$ cat config.mk
export PLATFORM = sky130hd
export DESIGN_NAME = crbt_timer
export DESIGN_NICKNAME = d
export VERILOG_FILES = /design/src/hdl/crbt_pkg.sv /design/src/hdl/crbt_edge_sync.sv /design/src/hdl/crbt_timer.sv
export SDC_FILE = /design/constraint.sdc
export NUM_CORES = 1
export LEC_CHECK = 0
export BUFFER_PORTS_ARGS = -buffer_cell sky130_fd_sc_hd__clkbuf_2
export CAP_MARGIN = 20
export CORE_MARGIN = 4
export CORE_UTILIZATION = 55
export CTS_CLUSTER_SIZE = 12
export DETAILED_ROUTE_END_ITERATION = 10
export PLACE_DENSITY = 0.81
export SKIP_CTS_REPAIR_TIMING = 1
export SLEW_MARGIN = 20
export SYNTH_ARGS = -nofsm -noshare
export SYNTH_HDL_FRONTEND = slang
export SYNTH_SLANG_ARGS = --single-unit
$ cat constraint.sdc
create_clock -name CLK_IN -period 2.46 [get_ports CLK_IN]
set_input_delay 0.615 -clock CLK_IN [delete_from_list [all_inputs] [get_ports CLK_IN]]
set_output_delay 0.615 -clock CLK_IN [all_outputs]
set_load 0.02 [all_outputs]
$ cat src/hdl/crbt_pkg.sv
// Package of constants and types for the capture/reload/baud timer
package crbt_pkg;

	// APB register byte addresses
	localparam logic [11:0] CRBT_ADDR_CTRL     = 12'h0C8;
	localparam logic [11:0] CRBT_ADDR_COUNT    = 12'h0CC;
	localparam logic [11:0] CRBT_ADDR_RELOAD   = 12'h0D0;
	localparam logic [11:0] CRBT_ADDR_AUX      = 12'h0D4;
	localparam logic [11:0] CRBT_ADDR_INT_STAT = 12'h0D8;
	localparam logic [11:0] CRBT_ADDR_INT_CLR  = 12'h0DC;
	localparam logic [11:0] CRBT_ADDR_INT_EN   = 12'h0E0;

	// Control register field positions
	localparam int CRBT_BIT_OVF  = 7;
	localparam int CRBT_BIT_EXF  = 6;
	localparam int CRBT_BIT_RXS  = 5;
	localparam int CRBT_BIT_TXS  = 4;
	localparam int CRBT_BIT_EXEN = 3;
	localparam int CRBT_BIT_RUN  = 2;
	localparam int CRBT_BIT_CSRC = 1;
	localparam int CRBT_BIT_CPRL = 0;

	// Interrupt status bit positions
	localparam int CRBT_IRQ_OVF = 0;
	localparam int CRBT_IRQ_EXT = 1;

	// Reset values
	localparam logic [7:0]  CRBT_CTRL_RST   = 8'h00;
	localparam logic [15:0] CRBT_COUNT_RST  = 16'h0000;
	localparam logic [15:0] CRBT_RELOAD_RST = 16'h0000;
	localparam logic [1:0]  CRBT_IRQ_RST    = 2'h0;

	// Counter limits
	localparam logic [15:0] CRBT_COUNT_MAX  = 16'hFFFF;
	localparam logic [15:0] CRBT_COUNT_ZERO = 16'h0000;

	// Internal clock divide ratio in core cycles
	localparam int          CRBT_DIV_RATIO = 12;
	localparam logic [3:0]  CRBT_DIV_LAST  = 4'(CRBT_DIV_RATIO - 1);
	localparam logic [3:0]  CRBT_DIV_RST   = 4'h0;

	// Control register layout
	typedef struct packed {
		logic ovf;
		logic exf;
		logic rx_sel;
		logic tx_sel;
		logic exen;
		logic run;
		logic csrc;
		logic cprl;
	} crbt_ctrl_t;

	// Pin event bundle
	typedef struct packed {
		logic trig_fall;
		logic count_fall;
	} crbt_pins_t;

	// Operating modes
	typedef enum logic [1:0] {
		CRBT_MODE_OFF,
		CRBT_MODE_RELOAD,
		CRBT_MODE_CAPTURE,
		CRBT_MODE_BAUD
	} crbt_mode_t;

endpackage : crbt_pkg

$ cat src/hdl/crbt_edge_sync.sv
// Pin synchroniser and falling edge detector
`timescale 1ns/100ps
`default_nettype none
module crbt_edge_sync
	import crbt_pkg::*;
(
	// Clock and reset
	input  wire logic       clk_in,
	input  wire logic       rst_b_in,
	// Pins
	input  wire logic [1:0] pin_in,
	// Falling edge pulses
	output logic      [1:0] fall_out
);

	logic [1:0] meta_r;
	logic [1:0] sync_r;
	logic [1:0] last_r;

	genvar g;
	generate
		for (g = 0; g < 2; g++) begin : g_pin
			always_ff @(posedge clk_in or negedge rst_b_in) begin
				if (!rst_b_in) begin
					meta_r[g] <= 1'b1;
					sync_r[g] <= 1'b1;
					last_r[g] <= 1'b1;
				end else begin
					meta_r[g] <= pin_in[g];
					sync_r[g] <= meta_r[g];
					last_r[g] <= sync_r[g];
				end
			end
			// Sampled high then sampled low
			assign fall_out[g] = last_r[g] & ~sync_r[g];
		end
	endgenerate

endmodule // crbt_edge_sync
`default_nettype wire

$ cat src/hdl/crbt_timer.sv
// Capture/reload/baud timer with APB register slave
// Behaviour
// - Count divided clock or count pin falls
// - Decode off, reload, capture, baud modes
// - Run control bit 2 starts/stops
// - Overflow sets flag bit 7, not baud
// - Capture mode trigger copies count
// - Trigger enable bit 3 clear ignores pin
// - Auto-reload rollover sets flag, reloads
// - Reload mode trigger forces reload, flag
// - Baud mode trigger: no capture/reload
// - Receive select picks this timer
// - Transmit select picks this timer
// - Baud mode always reloads on overflow
// - Both flags can request interrupts
// - Up/down enable blocks external interrupt
// - Control register resets to zero
`timescale 1ns/100ps
`default_nettype none
module crbt_timer
	import crbt_pkg::*;
(
	// Clock and reset
	input  wire logic        CLK_IN,
	input  wire logic        RST_B_IN,
	// APB slave
	input  wire logic        PSEL_IN,
	input  wire logic        PENABLE_IN,
	input  wire logic        PWRITE_IN,
	input  wire logic [11:0] PADDR_IN,
	input  wire logic [31:0] PWDATA_IN,
	output logic      [31:0] PRDATA_OUT,
	output logic             PREADY_OUT,
	output logic             PSLVERR_OUT,
	// Pins
	input  wire logic        COUNT_PIN_IN,
	input  wire logic        TRIGGER_PIN_IN,
	// Serial port baud ticks
	input  wire logic        TIMER1_OVF_IN,
	output logic             RX_BAUD_TICK_OUT,
	output logic             TX_BAUD_TICK_OUT,
	// Interrupt
	output logic             IRQ_OUT
);

	crbt_ctrl_t  ctrl_r;
	crbt_ctrl_t  ctrl_nxt;
	crbt_mode_t  mode;
	crbt_pins_t  pins;
	logic [15:0] cnt_r;
	logic [15:0] cnt_nxt;
	logic [15:0] rld_r;
	logic [15:0] rld_nxt;
	logic [3:0]  div_r;
	logic [1:0]  ist_r;
	logic [1:0]  ien_r;
	logic        udn_r;
	logic        irq_r;
	logic        rx_r;
	logic        tx_r;
	logic        pready_r;
	logic        pslverr_r;
	logic [31:0] prdata_r;
	logic [31:0] rdata;
	logic        mapped;
	logic        acc;
	logic        wr;
	logic        wr_ctrl;
	logic        wr_cnt;
	logic        wr_rld;
	logic        wr_aux;
	logic        wr_clr;
	logic        wr_en;
	logic        div_tick;
	logic        cnt_tick;
	logic        ovf;
	logic        baud;
	logic        ext_ev;
	logic        ovf_set;
	logic        exf_set;
	logic [1:0]  fall;

	// Pin synchronisers
	crbt_edge_sync u_sync (
		.clk_in   (CLK_IN),
		.rst_b_in (RST_B_IN),
		.pin_in   ({TRIGGER_PIN_IN, COUNT_PIN_IN}),
		.fall_out (fall)
	);

	assign pins = crbt_pins_t'(fall);

	// APB decode
	assign acc     = PSEL_IN & PENABLE_IN & pready_r;
	assign wr      = acc & PWRITE_IN;
	assign wr_ctrl = wr & (PADDR_IN == CRBT_ADDR_CTRL);
	assign wr_cnt  = wr & (PADDR_IN == CRBT_ADDR_COUNT);
	assign wr_rld  = wr & (PADDR_IN == CRBT_ADDR_RELOAD);
	assign wr_aux  = wr & (PADDR_IN == CRBT_ADDR_AUX);
	assign wr_clr  = wr & (PADDR_IN == CRBT_ADDR_INT_CLR);
	assign wr_en   = wr & (PADDR_IN == CRBT_ADDR_INT_EN);

	// Mode decode
	always_comb begin
		baud = ctrl_r.rx_sel | ctrl_r.tx_sel;
		if (!ctrl_r.run) begin
			mode = CRBT_MODE_OFF;
		end else if (baud) begin
			mode = CRBT_MODE_BAUD;
		end else if (ctrl_r.cprl) begin
			mode = CRBT_MODE_CAPTURE;
		end else begin
			mode = CRBT_MODE_RELOAD;
		end
	end

	// Count source and events
	assign div_tick = (div_r == CRBT_DIV_LAST);
	assign cnt_tick = ctrl_r.run & (ctrl_r.csrc ? pins.count_fall : div_tick);
	assign ovf      = cnt_tick & (cnt_r == CRBT_COUNT_MAX);
	assign ext_ev   = ctrl_r.exen & pins.trig_fall & ctrl_r.run;
	assign ovf_set  = ovf & ~baud;
	assign exf_set  = ext_ev;

	// Internal clock divider
	always_ff @(posedge CLK_IN or negedge RST_B_IN) begin
		if (!RST_B_IN) begin
			div_r <= CRBT_DIV_RST;
		end else if (div_tick) begin
			div_r <= CRBT_DIV_RST;
		end else begin
			div_r <= div_r + 4'h1;
		end
	end

	// Counter next value
	always_comb begin
		cnt_nxt = cnt_r;
		if (wr_cnt) begin
			cnt_nxt = PWDATA_IN[15:0];
		end else if (ext_ev && mode == CRBT_MODE_RELOAD) begin
			cnt_nxt = rld_r;
		end else if (ovf) begin
			if (mode == CRBT_MODE_CAPTURE) begin
				cnt_nxt = CRBT_COUNT_ZERO;
			end else begin
				cnt_nxt = rld_r;
			end
		end else if (cnt_tick) begin
			cnt_nxt = cnt_r + 16'h0001;
		end
	end

	always_ff @(posedge CLK_IN or negedge RST_B_IN) begin
		if (!RST_B_IN) begin
			cnt_r <= CRBT_COUNT_RST;
		end else begin
			cnt_r <= cnt_nxt;
		end
	end

	// Reload/capture register
	always_comb begin
		rld_nxt = rld_r;
		if (ext_ev && mode == CRBT_MODE_CAPTURE) begin
			rld_nxt = cnt_r;
		end else if (wr_rld) begin
			rld_nxt = PWDATA_IN[15:0];
		end
	end

	always_ff @(posedge CLK_IN or negedge RST_B_IN) begin
		if (!RST_B_IN) begin
			rld_r <= CRBT_RELOAD_RST;
		end else begin
			rld_r <= rld_nxt;
		end
	end

	// Control register, hardware set wins over write
	always_comb begin
		ctrl_nxt = ctrl_r;
		if (wr_ctrl) begin
			ctrl_nxt = crbt_ctrl_t'(PWDATA_IN[7:0]);
		end
		if (ovf_set) begin
			ctrl_nxt.ovf = 1'b1;
		end
		if (exf_set) begin
			ctrl_nxt.exf = 1'b1;
		end
	end

	always_ff @(posedge CLK_IN or negedge RST_B_IN) begin
		if (!RST_B_IN) begin
			ctrl_r <= crbt_ctrl_t'(CRBT_CTRL_RST);
		end else begin
			ctrl_r <= ctrl_nxt;
		end
	end

	// Auxiliary up/down enable
	always_ff @(posedge CLK_IN or negedge RST_B_IN) begin
		if (!RST_B_IN) begin
			udn_r <= 1'b0;
		end else if (wr_aux) begin
			udn_r <= PWDATA_IN[0];
		end
	end

	// Interrupt status, enable and output
	always_ff @(posedge CLK_IN or negedge RST_B_IN) begin
		if (!RST_B_IN) begin
			ist_r <= CRBT_IRQ_RST;
		end else begin
			ist_r <= (ist_r & ~({2{wr_clr}} & PWDATA_IN[1:0])) | {exf_set, ovf_set};
		end
	end

	always_ff @(posedge CLK_IN or negedge RST_B_IN) begin
		if (!RST_B_IN) begin
			ien_r <= CRBT_IRQ_RST;
		end else if (wr_en) begin
			ien_r <= PWDATA_IN[1:0];
		end
	end

	always_ff @(posedge CLK_IN or negedge RST_B_IN) begin
		if (!RST_B_IN) begin
			irq_r <= 1'b0;
		end else begin
			irq_r <= (ist_r[CRBT_IRQ_OVF] & ien_r[CRBT_IRQ_OVF])
				| (ist_r[CRBT_IRQ_EXT] & ien_r[CRBT_IRQ_EXT] & ~udn_r);
		end
	end

	// Baud clock selection
	always_ff @(posedge CLK_IN or negedge RST_B_IN) begin
		if (!RST_B_IN) begin
			rx_r <= 1'b0;
			tx_r <= 1'b0;
		end else begin
			rx_r <= ctrl_r.rx_sel ? ovf : TIMER1_OVF_IN;
			tx_r <= ctrl_r.tx_sel ? ovf : TIMER1_OVF_IN;
		end
	end

	// Read mux
	always_comb begin
		rdata  = 32'h0000_0000;
		mapped = 1'b1;
		unique case (PADDR_IN)
			CRBT_ADDR_CTRL:     rdata[7:0]  = ctrl_r;
			CRBT_ADDR_COUNT:    rdata[15:0] = cnt_r;
			CRBT_ADDR_RELOAD:   rdata[15:0] = rld_r;
			CRBT_ADDR_AUX:      rdata[0]    = udn_r;
			CRBT_ADDR_INT_STAT: rdata[1:0]  = ist_r;
			CRBT_ADDR_INT_CLR:  rdata       = 32'h0000_0000;
			CRBT_ADDR_INT_EN:   rdata[1:0]  = ien_r;
			default:            mapped      = 1'b0;
		endcase
	end

	// APB answer, one wait state
	always_ff @(posedge CLK_IN or negedge RST_B_IN) begin
		if (!RST_B_IN) begin
			pready_r  <= 1'b0;
			pslverr_r <= 1'b0;
			prdata_r  <= 32'h0000_0000;
		end else if (PSEL_IN && PENABLE_IN && !pready_r) begin
			pready_r  <= 1'b1;
			pslverr_r <= ~mapped;
			prdata_r  <= PWRITE_IN ? 32'h0000_0000 : rdata;
		end else begin
			pready_r  <= 1'b0;
			pslverr_r <= 1'b0;
			prdata_r  <= 32'h0000_0000;
		end
	end

	assign PRDATA_OUT       = prdata_r;
	assign PREADY_OUT       = pready_r;
	assign PSLVERR_OUT      = pslverr_r;
	assign RX_BAUD_TICK_OUT = rx_r;
	assign TX_BAUD_TICK_OUT = tx_r;
	assign IRQ_OUT          = irq_r;
endmodule // crbt_timer
`default_nettype wire

==> results.md, run 1 <==
* Io pins at 89
* Die X at around 95 µm
* Metal1 wirelength at ~4000 µm
* Internal power at 1.87 mW
* NumNets Final at 531
* DRC errors left at 0
* CP Class: register to register
* Syn avg cell area at between 10 and 15 µm²
* Final Hold Vio Count at 0
* Synth top area share at roughly 43%
* Seq/Total Area, Yosys at 46.4%
* Actual slew at the worst max-slew pin at 0.782 ns
* Placed inst area at ~4500 µm²
* DR WL met3 at 865 µm
* Gr usage total at 23.1%
* Layout cell share with drive strength beyond 1 at 29.3%
* EDFF count, synth at 0
* WL met2 at between 4000 and 5000 µm
* Latest clock arrival within the worst-skew pair at 0.35 ns
* RSZ-0062 raised after global routing: no
* Routed len/inst at 16.7 µm
* Drt via density at 5.93
* Final GP Congestion at roughly 0.95
* Max rail drop VDD at approximately 0.00022 V
* Pin count of the biggest net entering global routing at 42
* Full die area at between 8000 and 9000 µm²
* Crit path time final at 2.21 ns
* Detailed-route via count at around 3400
* Pre-Repair DR Iteration Count at 7
* Combinational share of power at 5.2%
* Synthesized area at just over 4000 µm²
* Initial antenna violation count at 0
* Net Sw Frac at 22.9%
* Worst Setup Start Kind: register
* Final instance count without filler cells at between 500 and 600
* Post-DP HPWL at about 7000 µm
* Final setup fails at 0
* Area leader, netlist: dfrtp_1
* Clk pwr share at 42.7%
* # port buffers at 56
* Worst-path clk slew at 0.08 ns
* Max-cap viol count at 0
* Synth warnings at 0
* Gr ovfl total at 0
* Top sig layer: met4
* Flop pwr share at 52.1%
* Htree depth at 3
* Status: complete, no violations
* Synth Register Bits at 76
* Global-route wire length before repair at 16000 µm
* Clock tree buffer depth at 2
* Row cnt at 31
* Peak Freq at 453 MHz
* DRT antenna net count at 0
* Final WS setup at ~0.25 ns
* Height of the die at 94.5 µm
* Largest cells by area after synthesis: dfrtp_1, nand2_1, mux2i_1
* Number of global-route vias before repair at between 3000 and 4000
* Power per cell area at approximately 510 nW/µm²
* Main synth FF type: dfrtp_1
* ANT cells at 0
* Initial core utilization at 56.7%
* CP arrival at roughly 2.5 ns
* Final Instance Area at 4750 µm²
* Synth unique cells at 65
* NetSw at 0.556 mW
* Crit share post-route at between 80% and 90%
* Initial DRC Count at 381
* CTS tree: built
* Gate Count Post-Synth at 409
* CP Max Fanout at 8
* Crit end category: register
* Clock Skew at 0.00751 ns
* Count leader, synth: dfrtp_1
* Worst EP required at approximately 2.7 ns
* Clock root buffer: clkbuf_8
* Slew margin rel. at 47.7%
* Core ar. at 7250 µm²
* Syn-to-layout area delta at 15.4%
* Top cells by count, synth: dfrtp_1, nand2_1, o21ai_0
* HP Class: input port to asynchronous set/reset pin
* Post-Place Setup Slack at 0.128 ns
* Routed WL at 9710 µm
* Sink Count at 76
* Async SR Flop Fraction at 100%
* Slew Limit Fails at 0
* Setup_tns at 0 ns
* Total CTS buffers at 9
* Leakage at 2.19 nW
* Placed Cells at 565
[through the flow]
stage | hold slack (ns) | power [mW] | utilization [%]
detailed placement | 0.348 | 1.42 | 62.5
CTS | 0.215 | 2.45 | 65.5
global placement | 0.347 | 1.41 | 62.4
finish | 0.218 | 2.43 | 65.5
floorplan | 0.319 | 1.36 | -
global route | 0.233 | 2.53 | 65.5
[state kept, by name, summed over array words and instances, names as in the netlist, 2 cells and up]
register,flops
ist_r,2
cnt_r,16
ien_r,2
u_sync.meta_r,2
ctrl_r,8
rld_r,16
u_sync.last_r,2
div_r,4
PRDATA_OUT,16
u_sync.sync_r,2
[routing by layer]
metal | vias up | GRT usage (%)
met5 | - | 0
met4 | 0 | 8.65
met3 | 21 | 5.82
met2 | 158 | 36.3
met1 | 1670 | 30.9
li1 | 1598 | -
[path summary, 6_finish.rpt]
path | start | end | slack [ns] | depth (start not counted)
worst max-delay path | div_r[0] | cnt_r[3] | 0.25 | 7
worst min-delay path | RST_B_IN | ctrl_r[2] | 0.22 | 1
worst max register to register | div_r[0] | cnt_r[3] | 0.25 | 7
worst min register to register | u_sync.meta_r[0] | u_sync.sync_r[0] | 0.36 | 0
max in group asynchronous | RST_B_IN | PRDATA_OUT[8] | 1.67 | 2
min in group CLK_IN | COUNT_PIN_IN | u_sync.meta_r[0] | 0.34 | 1
[layout by cell type, fill, tap and decap left out, types with 3 or more instances in the layout]
master and n:
a221oi_2 8, nor2_1 24, nor4_1 4, mux2_1 4
mux2i_1 17, o21ai_1 11, nand2_1 57, dfstp_2 6
nor3_1 7, o22ai_1 3, and3_1 4, xnor2_1 7
o21ai_0 30, a21oi_1 9, dfrtp_1 70, nand4_1 4
a22oi_1 13, conb_1 16, nand3_1 19, inv_1 6
xor2_1 5, clkbuf_8 9, clkbuf_2 55, buf_4 26
a31oi_1 4, mux2_2 8
[layout make-up]
class	count	area, µm²
Clock buffer	10	128
Clock inverter	6	88.8
Fill cell	586	2500
Inverter	6	22.5
Multi-Input combinational cell	302	1990
Sequential cell	76	1910
Tap cell	99	124
Timing Repair Buffer	82	490
[power groups by stage]
stage	Sequential, mW	Combinational [mW]	Clock [mW]
after floorplan	1.29	0.0657	0
after global placement	1.29	0.125	0
after detailed placement	1.29	0.128	0
after CTS	1.26	0.129	1.06
after global routing	1.27	0.142	1.12
final	1.26	0.127	1.04
[worst max-delay path, cell delays in order (launching register included)]
cell and delay [ns]:
dfrtp_1 0.40, ha_1 0.25, and4bb_2 0.28, o21ai_2 0.40, nor2_8 0.10, nor2_4 0.31
a32oi_1 0.16, a31oi_1 0.20
[cells by family after synthesis]
logic type,after synthesis,synth area share (%)
AO/OA/AOI/OAI,98,17.0
XOR/XNOR,12,2.55
multiplexers,29,7.42
AND/OR/NAND/NOR,145,19.0
flip-flops,76,46.4
adder cells (fa/ha/maj),2,0.608
buffers and inverters,46,6.96
other,1,0.0911
Power figures use the tool's default switching activity.
==> inputs of run 2 (changes only) <==
--- a/config.mk
+++ b/config.mk
@@ -5,13 +5,13 @@
 export SDC_FILE = /design/constraint.sdc
 export NUM_CORES = 1
 export LEC_CHECK = 0
-export BUFFER_PORTS_ARGS = -buffer_cell sky130_fd_sc_hd__clkbuf_2
+export BUFFER_PORTS_ARGS = -buffer_cell sky130_fd_sc_hd__buf_2
 export CAP_MARGIN = 20
 export CORE_MARGIN = 4
-export CORE_UTILIZATION = 55
+export CORE_UTILIZATION = 49
 export CTS_CLUSTER_SIZE = 12
 export DETAILED_ROUTE_END_ITERATION = 10
-export PLACE_DENSITY = 0.81
+export PLACE_DENSITY = 0.76
 export SKIP_CTS_REPAIR_TIMING = 1
 export SLEW_MARGIN = 20
 export SYNTH_ARGS = -nofsm -noshare
==> constraint.sdc (replaced) <==
create_clock -name CLK_IN -period 1.8 [get_ports CLK_IN]
set_input_delay 0.45 -clock CLK_IN [delete_from_list [all_inputs] [get_ports CLK_IN]]
set_output_delay 0.45 -clock CLK_IN [all_outputs]
set_load 0.02 [all_outputs]
==> run 2 against run 1 <==
Sequential power up 37%. Design area up 16%. Register-to-register slack worse by 0.41 ns. Clock power up 38%. Global-route usage down 0.26 points. Combinational power up 57%. Largest power group unchanged. Worst hold slack worse by 0.025 ns. Clock-buffer cell count unchanged. Core utilization up 1.7 points. The flow now finishes with violations (negative setup slack). Worst setup slack worse by 0.41 ns. Highest routed layer unchanged. Largest cell class unchanged. Sequential cell count unchanged. Critical path type unchanged.
==> results.md, run 2 (synthesized netlist as in run 1, its figures left out) <==
* Status: complete, but fails checks (was complete, no violations)
* Failing checks: negative setup slack
* NumNets Final at 587 (was 531)
* Worst Setup Start Kind: register (unchanged)
* Routed WL at 11700 µm (was 9710 µm)
* Reg2Reg Launch Point: cnt_r[1] (was div_r[0])
* Crit path time final at 1.95 ns (was 2.21 ns)
* CTS tree: built (unchanged)
* Critical Path Max Stage Delay at 0.52 ns (was 0.40 ns)
* Gr usage total at 22.8% (was 23.1%)
* RSZ-0062 raised after global routing: yes (was no)
* Pin count of the biggest net entering global routing at 44 (was 42)
* Final Hold Vio Count at 0 (unchanged)
* Layout cell share with drive strength beyond 1 at 41.8% (was 29.3%)
* Slew margin rel. at 65.6% (was 47.7%)
* Post-DP HPWL at 8220 µm (was 7100 µm)
* Worst EP required at 2.03 ns (was 2.72 ns)
* Initial DRC Count at 293 (was 381)
* Peak Freq at 513 MHz (was 453 MHz)
* HP Class: input port to register (was input port to asynchronous set/reset pin)
* Final GP Congestion at 0.951 (was 0.948)
* Power per cell area at 614 nW/µm² (was 511 nW/µm²)
* Initial antenna violation count at 0 (unchanged)
* Actual slew at the worst max-slew pin at 0.516 ns (was 0.782 ns)
* Setup_tns at -1.59 ns (was 0 ns)
* Hold Slack at 0.194 ns (was 0.218 ns)
* ANT cells at 0 (unchanged)
* Crit end category: register (unchanged)
* Total CTS buffers at 9 (unchanged)
* Hold Path Origin: COUNT_PIN_IN
* Max-cap viol count at 0 (unchanged)
* Commonest non-fill, non-tap cell in the layout: buf_4 (was dfrtp_1)
* Drt via density at 5.87 (was 5.93)
* Global-route wire length before repair at 18100 µm (was 16000 µm)
* Final core occ at 67.2% (was 65.5%)
* Gr ovfl total at 0 (unchanged)
* Routed len/inst at 18.2 µm (was 16.7 µm)
* Row cnt at 33 (was 31)
* # port buffers at 56 (unchanged)
* Sink Count at 76 (unchanged)
* Io pins at 89 (unchanged)
* Commonest non-fill, non-tap cells in the layout: buf_4, dfrtp_1, nand2_1, buf_2, o21ai_0 (was dfrtp_1, nand2_1, clkbuf_2)
* Height of the die at 99.6 µm (was 94.5 µm)
* Clock root buffer: clkbuf_8 (unchanged)
* Post-Place Setup Slack at -0.275 ns (was 0.128 ns)
* CP Max Fanout at 8 (unchanged)
* DRC errors left at 0 (unchanged)
* Number of global-route vias before repair at 3741 (was 3254)
* Cell with the largest stage delay on the worst path: or4_4 (was dfrtp_1)
* Leakage at 2.63 nW (was 2.19 nW)
* Met2 GRT Util at 37.7% (was 36.3%)
* Crit-path cells: ha_4 > nand3_4 > or4_4 > nor2_8 > nor2_4 > a221oi_2 > o21ai_1 (was ha_1 > and4bb_2 > o21ai_2 > nor2_8 > nor2_4 > a32oi_1 > a31oi_1)
* Syn-to-layout area delta at 33.5% (was 15.4%)
* Final WS setup at -0.151 ns (was 0.255 ns)
* Final Instance Area at 5490 µm² (was 4750 µm²)
* Latest clock arrival within the worst-skew pair at 0.36 ns (was 0.35 ns)
* Full die area at 9930 µm² (was 8930 µm²)
* Clock Skew at 0.0201 ns (was 0.00751 ns)
* Grt peak-use layer: met2 (unchanged)
* Detailed-route via count at 3777 (was 3447)
* Worst-path clk slew at 0.08 ns (about the same)
* Slew Limit Fails at 0 (unchanged)
* CP Class: register to register (unchanged)
* Htree depth at 3 (unchanged)
* Placed Cells at 619 (was 565)
* CP arrival at 2.18 ns (was 2.47 ns)
* Final setup fails at 20 (was 0)
* DRT antenna net count at 0 (unchanged)
* Crit share post-route at 108% (was 89.6%)
* Power, Total at 3.37 mW (was 2.43 mW)
* Worst Setup SP: cnt_r[1] (was div_r[0])
* Pre-Repair DR Iteration Count at 6 (was 7)
* Max rail drop VDD at 0.000461 V (was 0.000222 V)
* Met3 Resource Use GR at 3.51% (was 5.82%)
* Final instance count without filler cells at 643 (was 581)
* Met1 usage at 30.9% (about the same)
* Placed inst area at 5070 µm² (was 4530 µm²)
* Die X at 99.6 µm (was 94.5 µm)
* Initial core utilization at 50.3% (was 56.7%)
* Clock tree buffer depth at 2 (unchanged)
* Core ar. at 8180 µm² (was 7250 µm²)
## run 2: cell types whose count changed in the layout (fill, tap and decap cells not counted), sizes merged
cell         previous run  this run
buf                    27       137
dlygate4sd3             0         1
clkbuf                 65        10
## run 2: path summary, 6_finish.rpt
check	slack [ns]	end	depth (start not counted)
min in group asynchronous	0.43	PRDATA_OUT[9]	2
setup reg to reg	-0.15	cnt_r[1]	7
hold reg to reg	0.36	u_sync.sync_r[1]	0
hold / removal	0.19	u_sync.meta_r[0]	1
max in group asynchronous	0.77	ctrl_r[5]	3
setup / recovery	-0.15	cnt_r[1]	7
## run 2: final cells by class
cell class | count | area [µm²]
fill | 596 | 2680
clock buffer | 10 | 128
multi-input combinational | 302 | 2210
sequential | 76 | 1910
clock inverter | 6 | 88.8
inverter | 6 | 22.5
timing repair buffer | 138 | 995
tap | 105 | 131
## run 2: worst max-delay path: cells and delay by family, from the launching register on
| kind | cells | cell delay [ns] |
|---|---|---|
| adder cells (fa/ha/maj) | 1 | 0.18 |
| AND/OR/NAND/NOR | 4 | 0.88 |
| flip-flops | 1 | 0.40 |
| AO/OA/AOI/OAI | 2 | 0.35 |
## run 2: where the power goes
part | switching [mW] | total [mW] | internal, mW
Combinational | 0.128 | 0.199 | 0.0708
Sequential | 0.00464 | 1.73 | 1.72
Clock | 0.662 | 1.44 | 0.781
## run 2: layer usage
layer	vias up	wire length, µm
li1	1703	-
met1	1869	4820
met2	180	5870
met3	25	825
met4	0	215
met5	-	0
